===== src/hdl/mbmon_pkg.sv =====
// constants of the board monitor register bank
package mbmon_pkg;
   // -----------------------------------------------------------------
   // timing
   // -----------------------------------------------------------------
   localparam int CLK_PERIOD_NS = 5;
   localparam int SELF_CHECK_NS = 10_000;
   localparam int MDC_HALF_NS   = 200;
   localparam int LED_HOLD_NS   = 50_000_000;
   localparam int BEACON_NS     = 1_000_000_000;
   localparam int SIM_CYCLES    = 64;

   function automatic int ns_to_cyc_up(input int ns);
      int c;
      c = (ns + CLK_PERIOD_NS - 1) / CLK_PERIOD_NS;
      return (c < 1) ? 1 : c;
   endfunction

   localparam int SELF_CHECK_CYCLES = ns_to_cyc_up(SELF_CHECK_NS);
   localparam int MDC_HALF_CYCLES   = ns_to_cyc_up(MDC_HALF_NS);
   localparam int LED_HOLD_CYCLES   = ns_to_cyc_up(LED_HOLD_NS);
   localparam int BEACON_CYCLES     = ns_to_cyc_up(BEACON_NS);

   // -----------------------------------------------------------------
   // register map
   // -----------------------------------------------------------------
   localparam logic [5:0] ADDR_FREQ_REF  = 6'h00;
   localparam logic [5:0] ADDR_LOOP_PHY  = 6'h01;
   localparam logic [5:0] ADDR_STAT_BASE = 6'h10;
   localparam int         NUM_STAT       = 28;
   localparam logic [7:0] CTRL_RESET     = 8'h00;

   localparam int FREQ_REF_BIT = 7;
   localparam int XLOOP_BIT    = 0;
   localparam int PLOOP_BIT    = 1;
   localparam int PDOWN_BIT    = 4;
   localparam int PRESET_BIT   = 6;
   localparam int LSYNC_BIT    = 5;

   localparam int STAT_SELF_LAST = 9;
   localparam int STAT_XCVR      = 10;
   localparam int STAT_ID_LO     = 11;
   localparam int STAT_ID_HI     = 12;
   localparam int STAT_MODULE    = 13;
   localparam int STAT_LANE      = 14;
   localparam int STAT_LSYNC     = 15;
   localparam int STAT_RXF_LO    = 17;
   localparam int STAT_RXF_HI    = 18;
   localparam int STAT_CRC_LO    = 19;
   localparam int STAT_CRC_HI    = 20;
   localparam int STAT_IPG       = 21;
   localparam int STAT_MAC_MSB   = 22;
   localparam int STAT_MAC_LSB   = 27;

   // -----------------------------------------------------------------
   // management frame and station address
   // -----------------------------------------------------------------
   localparam int         MD_PRE_BITS = 32;
   localparam int         MD_TA_START = 46;
   localparam int         MD_DATA_1ST = 48;
   localparam logic [5:0] MD_LAST     = 6'h3F;
   localparam logic [3:0] MD_ST_READ  = 4'h6;
   localparam int         MAC_MCAST   = 40;
   localparam int         MAC_LOCAL   = 41;
   localparam logic [1:0] TEST_NORMAL = 2'h0;
   localparam logic [1:0] TEST_LOOP   = 2'h1;
endpackage


===== src/hdl/mbmon_regs.sv =====
// board monitor control and status register bank
module mbmon_regs
   import mbmon_pkg::*;
#(
   parameter bit SIMULATION      = 1'b0,
   parameter int LED_HOLD_CYC    = LED_HOLD_CYCLES,
   parameter int BEACON_CYC      = BEACON_CYCLES,
   parameter logic [4:0] PHY_ADDR = 5'h00,
   parameter logic [4:0] ID_REG   = 5'h02,
   parameter int UID_W            = 57
) (
   input  wire logic             clk,
   input  wire logic             rst_n,
   input  wire logic             ce,
   input  wire logic [5:0]       addr,
   input  wire logic [7:0]       wdata,
   input  wire logic             wr,
   input  wire logic             rd,
   output logic      [7:0]       rdata,
   output logic                  ext_ref_sel,
   input  wire logic [63:0]      mac_txd,
   input  wire logic [7:0]       mac_txc,
   input  wire logic [63:0]      phy_rxd,
   input  wire logic [7:0]       phy_rxc,
   output logic      [63:0]      mac_rxd,
   output logic      [7:0]       mac_rxc,
   output logic      [1:0]       phy_test_mode,
   output logic                  phy_power_down,
   output logic                  phy_soft_reset,
   output logic                  phy_config_change,
   output logic                  mdc,
   output logic                  mdio_out,
   output logic                  mdio_oe,
   input  wire logic             mdio_in,
   input  wire logic [79:0]      self_check_in,
   input  wire logic [5:0]       xcvr_status_in,
   input  wire logic [7:0]       module_status_in,
   input  wire logic [5:0]       phy_lane_status_in,
   input  wire logic             local_lane_sync_in,
   input  wire logic             rx_frame,
   input  wire logic             rx_crc_bad,
   input  wire logic [7:0]       rx_ipg_in,
   input  wire logic             tx_frame,
   input  wire logic [UID_W-1:0] device_uid_in,
   output logic                  rx_activity_indicator,
   output logic                  tx_activity_indicator,
   output logic                  beacon_request,
   output logic                  self_check_done
);
   // -----------------------------------------------------------------
   // timer lengths
   // -----------------------------------------------------------------
   localparam int SC_CYC  = SIMULATION ? SIM_CYCLES : SELF_CHECK_CYCLES;
   localparam int LED_CYC = SIMULATION ? SIM_CYCLES : LED_HOLD_CYC;
   localparam int BCN_CYC = SIMULATION ? SIM_CYCLES : BEACON_CYC;
   localparam logic [11:0] SC_LAST  = 12'(SC_CYC - 1);
   localparam logic [7:0]  MDC_LAST = 8'(MDC_HALF_CYCLES - 1);
   localparam logic [23:0] LED_LOAD = 24'(LED_CYC);
   localparam logic [27:0] BCN_LAST = 28'(BCN_CYC - 1);
   localparam logic [13:0] MD_HDR   = {MD_ST_READ, PHY_ADDR, ID_REG};

   // -----------------------------------------------------------------
   // state
   // -----------------------------------------------------------------
   typedef enum logic [1:0] {ST_CHECK, ST_MDIO, ST_RUN} mbm_state_type;

   typedef struct packed {
      mbm_state_type st;
      logic [11:0]   tmr;
      logic [7:0]    ctrl0;
      logic [7:0]    ctrl1;
      logic          cfg_chg;
      logic [79:0]   selfchk;
      logic [7:0]    xcvr;
      logic [7:0]    modst;
      logic [7:0]    lane;
      logic [7:0]    lsync;
      logic [15:0]   phy_id;
      logic [15:0]   rxcnt;
      logic [15:0]   crccnt;
      logic [7:0]    ipg;
      logic [47:0]   mac;
      logic [7:0]    rdata;
      logic [7:0]    md_div;
      logic [5:0]    md_bit;
      logic          mdc;
      logic          mdo;
      logic          mdoe;
      logic [23:0]   rx_led;
      logic [23:0]   tx_led;
      logic [27:0]   bcn;
      logic          bcn_pls;
      logic [63:0]   rxd;
      logic [7:0]    rxc;
   } mbm_regs_type;

   mbm_regs_type s_ff;
   mbm_regs_type nxt_s;

   // -----------------------------------------------------------------
   // helpers
   // -----------------------------------------------------------------
   function automatic logic [1:0] md_drive(input logic [5:0] b);
      logic [1:0] r;
      r = 2'b00;
      if (int'(b) < MD_PRE_BITS) r = 2'b11;
      else if (int'(b) < MD_TA_START) r = {1'b1, MD_HDR[MD_TA_START-1-int'(b)]};
      return r;
   endfunction

   function automatic logic [7:0] stat_byte(input mbm_regs_type s,
                                            input int i);
      logic [7:0] r;
      r = 8'h00;
      if (i <= STAT_SELF_LAST) r = s.selfchk[8*(STAT_SELF_LAST-i) +: 8];
      else if (i >= STAT_MAC_MSB && i <= STAT_MAC_LSB)
         r = s.mac[8*(STAT_MAC_LSB-i) +: 8];
      else begin
         case (i)
            STAT_XCVR:   r = s.xcvr;
            STAT_ID_LO:  r = s.phy_id[7:0];
            STAT_ID_HI:  r = s.phy_id[15:8];
            STAT_MODULE: r = s.modst;
            STAT_LANE:   r = s.lane;
            STAT_LSYNC:  r = s.lsync;
            STAT_RXF_LO: r = s.rxcnt[7:0];
            STAT_RXF_HI: r = s.rxcnt[15:8];
            STAT_CRC_LO: r = s.crccnt[7:0];
            STAT_CRC_HI: r = s.crccnt[15:8];
            STAT_IPG:    r = s.ipg;
            default:     r = 8'h00;
         endcase
      end
      return r;
   endfunction

   // -----------------------------------------------------------------
   // next state
   // -----------------------------------------------------------------
   always_comb begin
      logic [5:0] sidx;
      logic [1:0] drv;
      sidx = 6'(addr - ADDR_STAT_BASE);
      drv = 2'b00;
      nxt_s = s_ff;
      nxt_s.cfg_chg = 1'b0;
      nxt_s.bcn_pls = 1'b0;
      nxt_s.rdata = 8'h00;

      // bus access, reads change only rdata and leave all other state alone
      if (wr && addr == ADDR_FREQ_REF) nxt_s.ctrl0 = wdata;
      if (wr && addr == ADDR_LOOP_PHY) begin
         nxt_s.ctrl1 = wdata;
         nxt_s.cfg_chg = 1'b1;
      end
      if (rd) begin
         if (addr == ADDR_FREQ_REF) nxt_s.rdata = s_ff.ctrl0;
         else if (addr == ADDR_LOOP_PHY) nxt_s.rdata = s_ff.ctrl1;
         else if (addr >= ADDR_STAT_BASE && int'(sidx) < NUM_STAT)
            nxt_s.rdata = stat_byte(s_ff, int'(sidx));
      end

      // live status sampling
      nxt_s.xcvr  = {2'b00, xcvr_status_in};
      nxt_s.modst = module_status_in;
      nxt_s.lane  = {2'b00, phy_lane_status_in};
      nxt_s.lsync = 8'h00;
      nxt_s.lsync[LSYNC_BIT] = local_lane_sync_in;

      // loopback mux on the receive words
      if (s_ff.ctrl1[XLOOP_BIT]) begin
         nxt_s.rxd = mac_txd;
         nxt_s.rxc = mac_txc;
      end else begin
         nxt_s.rxd = phy_rxd;
         nxt_s.rxc = phy_rxc;
      end

      // frame statistics, counters wrap
      if (rx_frame) begin
         nxt_s.rxcnt = 16'(s_ff.rxcnt + 16'h0001);
         nxt_s.ipg = rx_ipg_in;
      end
      if (rx_crc_bad)
         nxt_s.crccnt = 16'(s_ff.crccnt + 16'h0001);

      // activity stretchers
      if (rx_frame) nxt_s.rx_led = LED_LOAD;
      else if (s_ff.rx_led != '0) nxt_s.rx_led = 24'(s_ff.rx_led - 24'h1);
      if (tx_frame) nxt_s.tx_led = LED_LOAD;
      else if (s_ff.tx_led != '0) nxt_s.tx_led = 24'(s_ff.tx_led - 24'h1);

      // one second beacon tick
      if (s_ff.bcn == BCN_LAST) begin
         nxt_s.bcn = '0;
         nxt_s.bcn_pls = 1'b1;
      end else begin
         nxt_s.bcn = 28'(s_ff.bcn + 28'h1);
      end

      // power-up sequence: self check, then identifier read
      case (s_ff.st)
         ST_CHECK: begin
            nxt_s.tmr = 12'(s_ff.tmr + 12'h1);
            if (s_ff.tmr == SC_LAST) begin
               nxt_s.selfchk = self_check_in;
               nxt_s.mac = device_uid_in[47:0];
               nxt_s.mac[MAC_MCAST] = 1'b0;
               nxt_s.mac[MAC_LOCAL] = 1'b1;
               nxt_s.st = ST_MDIO;
               nxt_s.md_bit = '0;
               nxt_s.md_div = '0;
               nxt_s.mdc = 1'b0;
               drv = md_drive(6'h00);
               nxt_s.mdoe = drv[1];
               nxt_s.mdo = drv[0];
            end
         end
         ST_MDIO: begin
            if (s_ff.md_div == MDC_LAST) begin
               nxt_s.md_div = '0;
               nxt_s.mdc = ~s_ff.mdc;
               if (s_ff.mdc) begin
                  // falling edge: present the next bit
                  nxt_s.md_bit = 6'(s_ff.md_bit + 6'h1);
                  drv = md_drive(nxt_s.md_bit);
                  nxt_s.mdoe = drv[1];
                  nxt_s.mdo = drv[0];
               end else if (int'(s_ff.md_bit) >= MD_DATA_1ST) begin
                  // rising edge: capture the phy answer
                  nxt_s.phy_id = {s_ff.phy_id[14:0], mdio_in};
                  if (s_ff.md_bit == MD_LAST) begin
                     nxt_s.st = ST_RUN;
                     nxt_s.mdc = 1'b0;
                  end
               end
            end else begin
               nxt_s.md_div = 8'(s_ff.md_div + 8'h1);
            end
         end
         ST_RUN: nxt_s.mdoe = 1'b0;
         default: nxt_s.st = ST_CHECK;
      endcase
   end

   // -----------------------------------------------------------------
   // registers
   // -----------------------------------------------------------------
   always_ff @(posedge clk or negedge rst_n) begin
      if (!rst_n) begin
         s_ff <= '0;
         s_ff.st <= ST_CHECK;
         s_ff.ctrl0 <= CTRL_RESET;
         s_ff.ctrl1 <= CTRL_RESET;
      end else if (ce) begin
         s_ff <= nxt_s;
      end
   end

   // -----------------------------------------------------------------
   // outputs
   // -----------------------------------------------------------------
   assign rdata = s_ff.rdata;
   assign ext_ref_sel = s_ff.ctrl0[FREQ_REF_BIT];
   assign mac_rxd = s_ff.rxd;
   assign mac_rxc = s_ff.rxc;
   assign phy_test_mode = s_ff.ctrl1[PLOOP_BIT] ? TEST_LOOP : TEST_NORMAL;
   assign phy_power_down = s_ff.ctrl1[PDOWN_BIT];
   assign phy_soft_reset = s_ff.ctrl1[PRESET_BIT];
   assign phy_config_change = s_ff.cfg_chg;
   assign mdc = s_ff.mdc;
   assign mdio_out = s_ff.mdo;
   assign mdio_oe = s_ff.mdoe;
   assign rx_activity_indicator = (s_ff.rx_led != '0);
   assign tx_activity_indicator = (s_ff.tx_led != '0);
   assign beacon_request = s_ff.bcn_pls;
   assign self_check_done = (s_ff.st != ST_CHECK);
endmodule // mbmon_regs


===== config.mk =====
export PLATFORM = sky130hd
export DESIGN_NAME = mbmon_regs
export DESIGN_NICKNAME = d
export VERILOG_FILES = /design/src/hdl/mbmon_pkg.sv /design/src/hdl/mbmon_regs.sv
export SDC_FILE = /design/constraint.sdc
export NUM_CORES = 1
export LEC_CHECK = 0
export BUFFER_PORTS_ARGS = -buffer_cell sky130_fd_sc_hd__buf_4
export CORE_ASPECT_RATIO = 1.2
export CORE_MARGIN = 4
export CORE_UTILIZATION = 40
export CTS_BUF_LIST = sky130_fd_sc_hd__clkbuf_8
export CTS_CLUSTER_DIAMETER = 200
export DETAILED_ROUTE_END_ITERATION = 8
export PLACE_DENSITY = 0.7
export SYNTH_ARGS = -nofsm -noshare
export SYNTH_HDL_FRONTEND = slang
export SYNTH_SLANG_ARGS = --single-unit

===== constraint.sdc =====
create_clock -name clk -period 5.4 [get_ports clk]
set_input_delay 1.08 -clock clk [delete_from_list [all_inputs] [get_ports clk]]
set_output_delay 1.08 -clock clk [all_outputs]
set_load 0.01 [all_outputs]

After elaboration in Yosys (flattened, before gate mapping)
Memory sizes are Yosys's and may differ from the RTL's.
Cells that the tools add are included.
Widths: inputs -> output; s select.
{"block": "totals", "reg_bits": 409, "romBits": 16, "input_bits": 333, "out_inout_bits": 93, "word_cells": 140, "memories": 1}
{"block": "op_classes", "addsub": 12, "order_cmp": 9, "n_eq_ne": 24, "shifts": 2, "mux": 36, "bitwise": 2, "reduce_logical": 27}
{"name": "(name not given)", "words": 16, "word_bits": 1, "rd": 1, "rd_ports_with_merged_regs": 0, "write_ports": 0, "line": "mbmon_regs.sv:107", "rtl": "else if (int'(b) < MD_TA_START) r = {1'b1, MD_HDR[MD_TA_START-1-int'(b)]};"}
{"cell": "$mux 24", "count": 4}
{"cell": "$pmux 8 s11", "count": 1}
{"cell": "$shiftx 80x10->8", "count": 1}
{"cell": "$mux 72", "count": 1}
{"cell": "$mux 8", "count": 7}
{"cell": "$reduce_bool 24->1", "count": 2}
{"cell": "$shiftx 48x10->8", "count": 1}
{"cell": "$sub 24x1->24 const B", "count": 2}
{"cell": "$eq 6x4->1 const B", "count": 6}
{"cell": "$add 16x1->16 const B", "count": 2}
{"cell": "$pmux 16 s2", "count": 1}
{"cell": "$eq 6x5->1 const B", "count": 5}
{"cell": "$add 28x1->28 const B", "count": 1}
{"cell": "$eq 28x28->1 const B", "count": 1}
{"cell": "$mux 28", "count": 1}
{"cell": "$mux 17", "count": 1}
{"cell": "$mux 2", "count": 8}
{"cell": "$reduce_and 5->1", "count": 3}
{"cell": "$reduce_and 2->1", "count": 7}
{"cell": "$add 12x1->12 const B", "count": 1}
{"cell": "$eq 12x11->1 const B", "count": 1}
{"cell": "$ge 6x5->1 const B", "count": 2}
{"cell": "$lt 6x6->1 const B", "count": 2}
{"cell": "$ne 2x2->1 const B", "count": 6}
{"cell": "30 further kinds", "count": 45}

Logic depth before layout (Yosys ltp)
{"block": "logic_depth", "depth_word": 10, "depth_mapped": 10, "ltp_nobuf": 9}

Least setup slack after synthesis
OpenSTA, ideal clock, no wires.
{"block": "synth_timing", "path_type": "input to register", "startpoint": "input addr[2]", "endpoint": "register s_ff (netlist bit rdata[1])", "setup_time_ns": 0.101, "t_arrival_ns": 3.293, "required_ns": 5.299, "setup_slack_ns": 2.006, "cell_stages": 9, "path_buffers": 2, "cell_sequence": "clkbuf_1 > inv_1 > ha_1 > clkbuf_1 > nor2b_1 > o31a_1 > or3_1 > o311a_1 > nor4_1"}
{"block": "synth_between", "elab_chain_len": 9, "word_cells_on_any_way": 32, "cone_classes": "add/sub: 3; order compare: 5; eq/ne: 12; shift: 2; mux: 7; reduce/logical: 3"}
{"item": "from (decl)", "line": "mbmon_regs.sv:15", "rtl": "input wire logic [5:0] addr,"}
{"item": "$sub 6x5->6", "line": "mbmon_regs.sv:143", "rtl": "sidx = 6'(addr - ADDR_STAT_BASE);"}
{"item": "$sub 5x6->7, or another cell as far along", "line": "mbmon_regs.sv:117", "rtl": "r = s.mac[8*(STAT_MAC_LSB-i) +: 8];"}
{"item": "$shiftx 48x10->8, or another cell as far along", "line": "mbmon_regs.sv:117"}
{"item": "$mux 8", "line": "mbmon_regs.sv:116", "rtl": "else if (i >= STAT_MAC_MSB && i <= STAT_MAC_LSB)"}
{"item": "$mux 8", "line": "mbmon_regs.sv:115", "rtl": "if (i <= STAT_SELF_LAST) r = s.selfchk[8*(STAT_SELF_LAST-i) +: 8];"}
{"item": "$mux 8", "line": "mbmon_regs.sv:159", "rtl": "else if (addr >= ADDR_STAT_BASE && int'(sidx) < NUM_STAT)"}
{"item": "$mux 8", "line": "mbmon_regs.sv:158", "rtl": "else if (addr == ADDR_LOOP_PHY) nxt_s.rdata = s_ff.ctrl1;"}
{"item": "$mux 8 *", "line": "mbmon_regs.sv:157", "rtl": "if (addr == ADDR_FREQ_REF) nxt_s.rdata = s_ff.ctrl0;"}
{"item": "$mux 8 *", "line": "mbmon_regs.sv:156", "rtl": "if (rd) begin"}
{"item": "to (signal assigned)", "line": "mbmon_regs.sv:256", "rtl": "s_ff <= nxt_s;"}
{"item": "to (decl)", "line": "mbmon_regs.sv:97", "rtl": "mbm_regs_type s_ff;"}
Every way passes the cells marked *; elsewhere a longest branch is shown, timed or not.
A chain may end at the register's enable or synchronous reset.

Worst setup path in the final report
{"block": "layout_timing", "startpoint": "register s_ff[129] in the netlist's numbering", "endpoint": "output rx_activity_indicator"}
{"block": "layout_between", "elab_chain_len": 1}
{"item": "$reduce_bool 24->1", "line": "mbmon_regs.sv:274", "rtl": "assign rx_activity_indicator = (s_ff.rx_led != '0);"}
{"item": "to (decl)", "line": "mbmon_regs.sv:45", "rtl": "output logic rx_activity_indicator,"}
No other way between the ends.

==> out/metrics.yaml <==
logic_synthesis:
  synth_top_area_share_pct: 48.91
  synth-simple-area-share_pct: 13.96
  synth_area_leaders: "dfrtp_1 (49%), mux2_2 (10%), mux2i_1 (5.2%), buf_4 (2.9%), a21oi_1 (2.6%)"
  syn_nets: 2271
  syn_area_sq_mm: 0.02093
  synth_top_family_by_area: "multiplexers"
  synth_ff_type: "dfrtp_1"
  yosysUniqueCellTypes: 84
  syn_area_per_cell_sq_um: 10.92
  synth_edf_count: 0
  yosysSeqAreaShare_pct: 48.91
  yosysWarnings: 0
  synthAdderAreaFrac_pct: 1.303
  synth_most_common_cell: "dfrtp_1"
  muxShareOfSynthArea_pct: 17.27
  synth-async-reset-ratio_pct: 100.0
  synth_top_cell_by_area: "dfrtp_1"
  netlist_instances: 1917
  synth_xor_area_share_pct: 3.306
  synth_compound_area_share_pct: 9.620
  synthTopCellsByCount: "dfrtp_1 (409), mux2_2 (193), nand2_1 (142), nor2_1 (131), a21oi_1 (110)"
  ys_ff_latch: 409
routing:
  ant_nets: 0
  drc_errors: 0
  drt_wl_total_mm: 57.60
  drtIter0Drc: 921
  via_per_inst: 5.395
  routedWlPerCell_um: 19.35
  drtPass1Iterations: 5
  vias: 16062
timing:
  setup_viol: 0
  finalSetupTns_ps: 0
  post-route-period-util_pct: 75.48
  drv_slew: 0
  worst-slew-pin-transition_ps: 1217
  hold_viol: 0
  clock-skew-final_ps: 31.38
  period_needed_ps: 4076
  rsz0062_at_grt: "false"
  clock.fmax_mhz: 245.3
  max-slew-margin-rel_pct: 18.17
floorplanning:
  die_x_um: 216.8
  ios: 426
  die_h_um: 258.6
  dieArea_sq_mm: 0.05606
  rows: 91
  initial_core_util_pct: 40.57
  coreArea_sq_mm: 0.05158
clocking:
  cts_hold_buf: 0
  root_buffer: "clkbuf_8"
  ctsResizeCount: 0
  cts-buffers-inserted: 70
  clock_latency_ps: 640
  clkTransAtPathRegs_ps: 60
  clock_path_buffers: 3
  htreeDepth: 3
  cts_tree: "yes"
  cts_sinks: 409
  cts_setup_buffers: 0
setup_path:
  arrival_ps: 3000
  crit_fanout: 8
  path_depth: 4
  slowest_stage: "or4_1"
  cp_cell_sequence: "or4_1 > or3_1 > or4_4 > buf_4"
  endpoint_kind: "output pin"
  reg2reg_to: "s_ff[105]"
  cp-start-kind: "flip-flop"
  worst-r2r-cell-count: 7
  critPathKind: "flip-flop to output pin"
  max_stage_delay_ps: 610
  critPathBufInv: 1
  reg2reg_slack_ps: 2260
  required_ps: 4320
  rr_startpoint: "s_ff[101]"
  critPathTopFamily: "simple AND/OR/NAND/NOR gates"
final_layout:
  syn_to_final_growth_pct: 21.71
  drive_gt1_share_pct: 33.44
  layout.core_utilization_pct: 49.38
  nets: 2588
power_and_ir_drop:
  cellLeakagePower_nw: 11.80
  p_switching_w: 0.002064
  clkPwrFrac_pct: 39.1
  powerDensity_mw_per_mm2: 294.1
  power_frac_comb_pct: 14.2
  switching_share_pct: 27.55
  p_seq_share_pct: 46.7
  internal_power_w: 0.005428
  ir_drop_uv: 242.6
job:
  maxCapViolCount: 0
global_routing:
  grt.total_usage_pct: 20.03
  antenna_found_initial: 2
  grt_max_degree: 132
  grt_pass1_vias: 16566
  grt_overflow: 0
  grt_pass1_wl_mm: 90.52
place:
  place_congestion: 0.9113
  place_hpwl_mm: 41.87
  portBuffers: 413
status:
  status: "completed"
min_path:
  min_path_type: "input port to async pin"
==> power groups by stage <==
| stage | sequential (W) | clock [W] | combinational [W] |
|---|---|---|---|
| final | 0.00350 | 0.00293 | 0.00107 |
| after detailed placement | 0.00355 | 0 | 0.00107 |
| after floorplan | 0.00348 | 0 | 0.000675 |
| after global placement | 0.00353 | 0 | 0.00104 |
| after CTS | 0.00350 | 0.00304 | 0.00108 |
| after global routing | 0.00353 | 0.00317 | 0.00118 |
==> worst max path at each step <==
stage / to / from
5_1_grt: rx_activity_indicator / s_ff[129]
4_1_cts: rx_activity_indicator / s_ff[129]
2_1_floorplan: rdata[1] / addr[2]
3_5_place_dp: rdata[6] / addr[0]
3_3_place_gp: rdata[6] / addr[0]
6_report: rx_activity_indicator / s_ff[129]
==> cell type report <==
class,count,area [sq um]
flip-flops and latches,409,10240
diodes,1,2.502
clock buffers,86,1184
well taps,697,872.1
multi-input cells,1297,9527
fillers,4667,26110
repair buffers,430,3289
clock inverters,31,260.3
inverters,26,97.59
==> cells by family after synthesis <==
group	count (synthesis)
AND/OR/NAND/NOR	568
flip-flops	409
multiplexers	317
AO/OA/AOI/OAI	310
buffers and inverters	211
XOR/XNOR	79
adder cells (fa/ha/maj)	22
other	1
==> registers in the layout (all words and copies together) (netlist names) <==
register,count
s_ff,321
mac_rxd,64
phy_config_change,1
rdata,8
mac_rxc,8
ext_ref_sel,1
mdio_out,1
mdio_oe,1
beacon_request,1
phy_soft_reset,1
mdc,1
phy_power_down,1
==> cells in the final DEF (no fill, tap or decap), types with 29 or more instances in the layout <==
cell type / instances
dfrtp_1: 408
nand4_1: 31
a21oi_1: 110
nor2_1: 131
clkbuf_8: 86
inv_1: 43
nand3_1: 54
mux2_2: 193
nor3_1: 29
xnor2_1: 46
nand2_1: 142
mux2i_1: 108
xor2_1: 33
o21ai_0: 50
buf_4: 424
==> layer usage <==
layer / wire length [um] / track usage (%) / up-vias
li1: - / - / 7513
met1: 23130 / 24.60 / 7947
met2: 28690 / 33.73 / 494
met3: 3804 / 5.066 / 106
met4: 1957 / 8.376 / 2
met5: 18 / 0 / -
==> metrics by stage <==
step / hold WS [ps] / power [W] / cells / area, sq um / worst slack (ps)
global route: 421.5 / 0.007878 / 2977 / 25470 / 1200
detailed placement: 452.1 / 0.004620 / 2859 / 24020 / 1679
finish: 401.7 / 0.007492 / 2977 / 25470 / 1324
global placement: 448.5 / 0.004574 / 2859 / 24020 / 1629
CTS: 384.0 / 0.007619 / 2976 / 25470 / 1249
floorplan: 433.2 / 0.004152 / 1917 / 20930 / 2006
No activity file was read; power rests on OpenSTA's default activity.
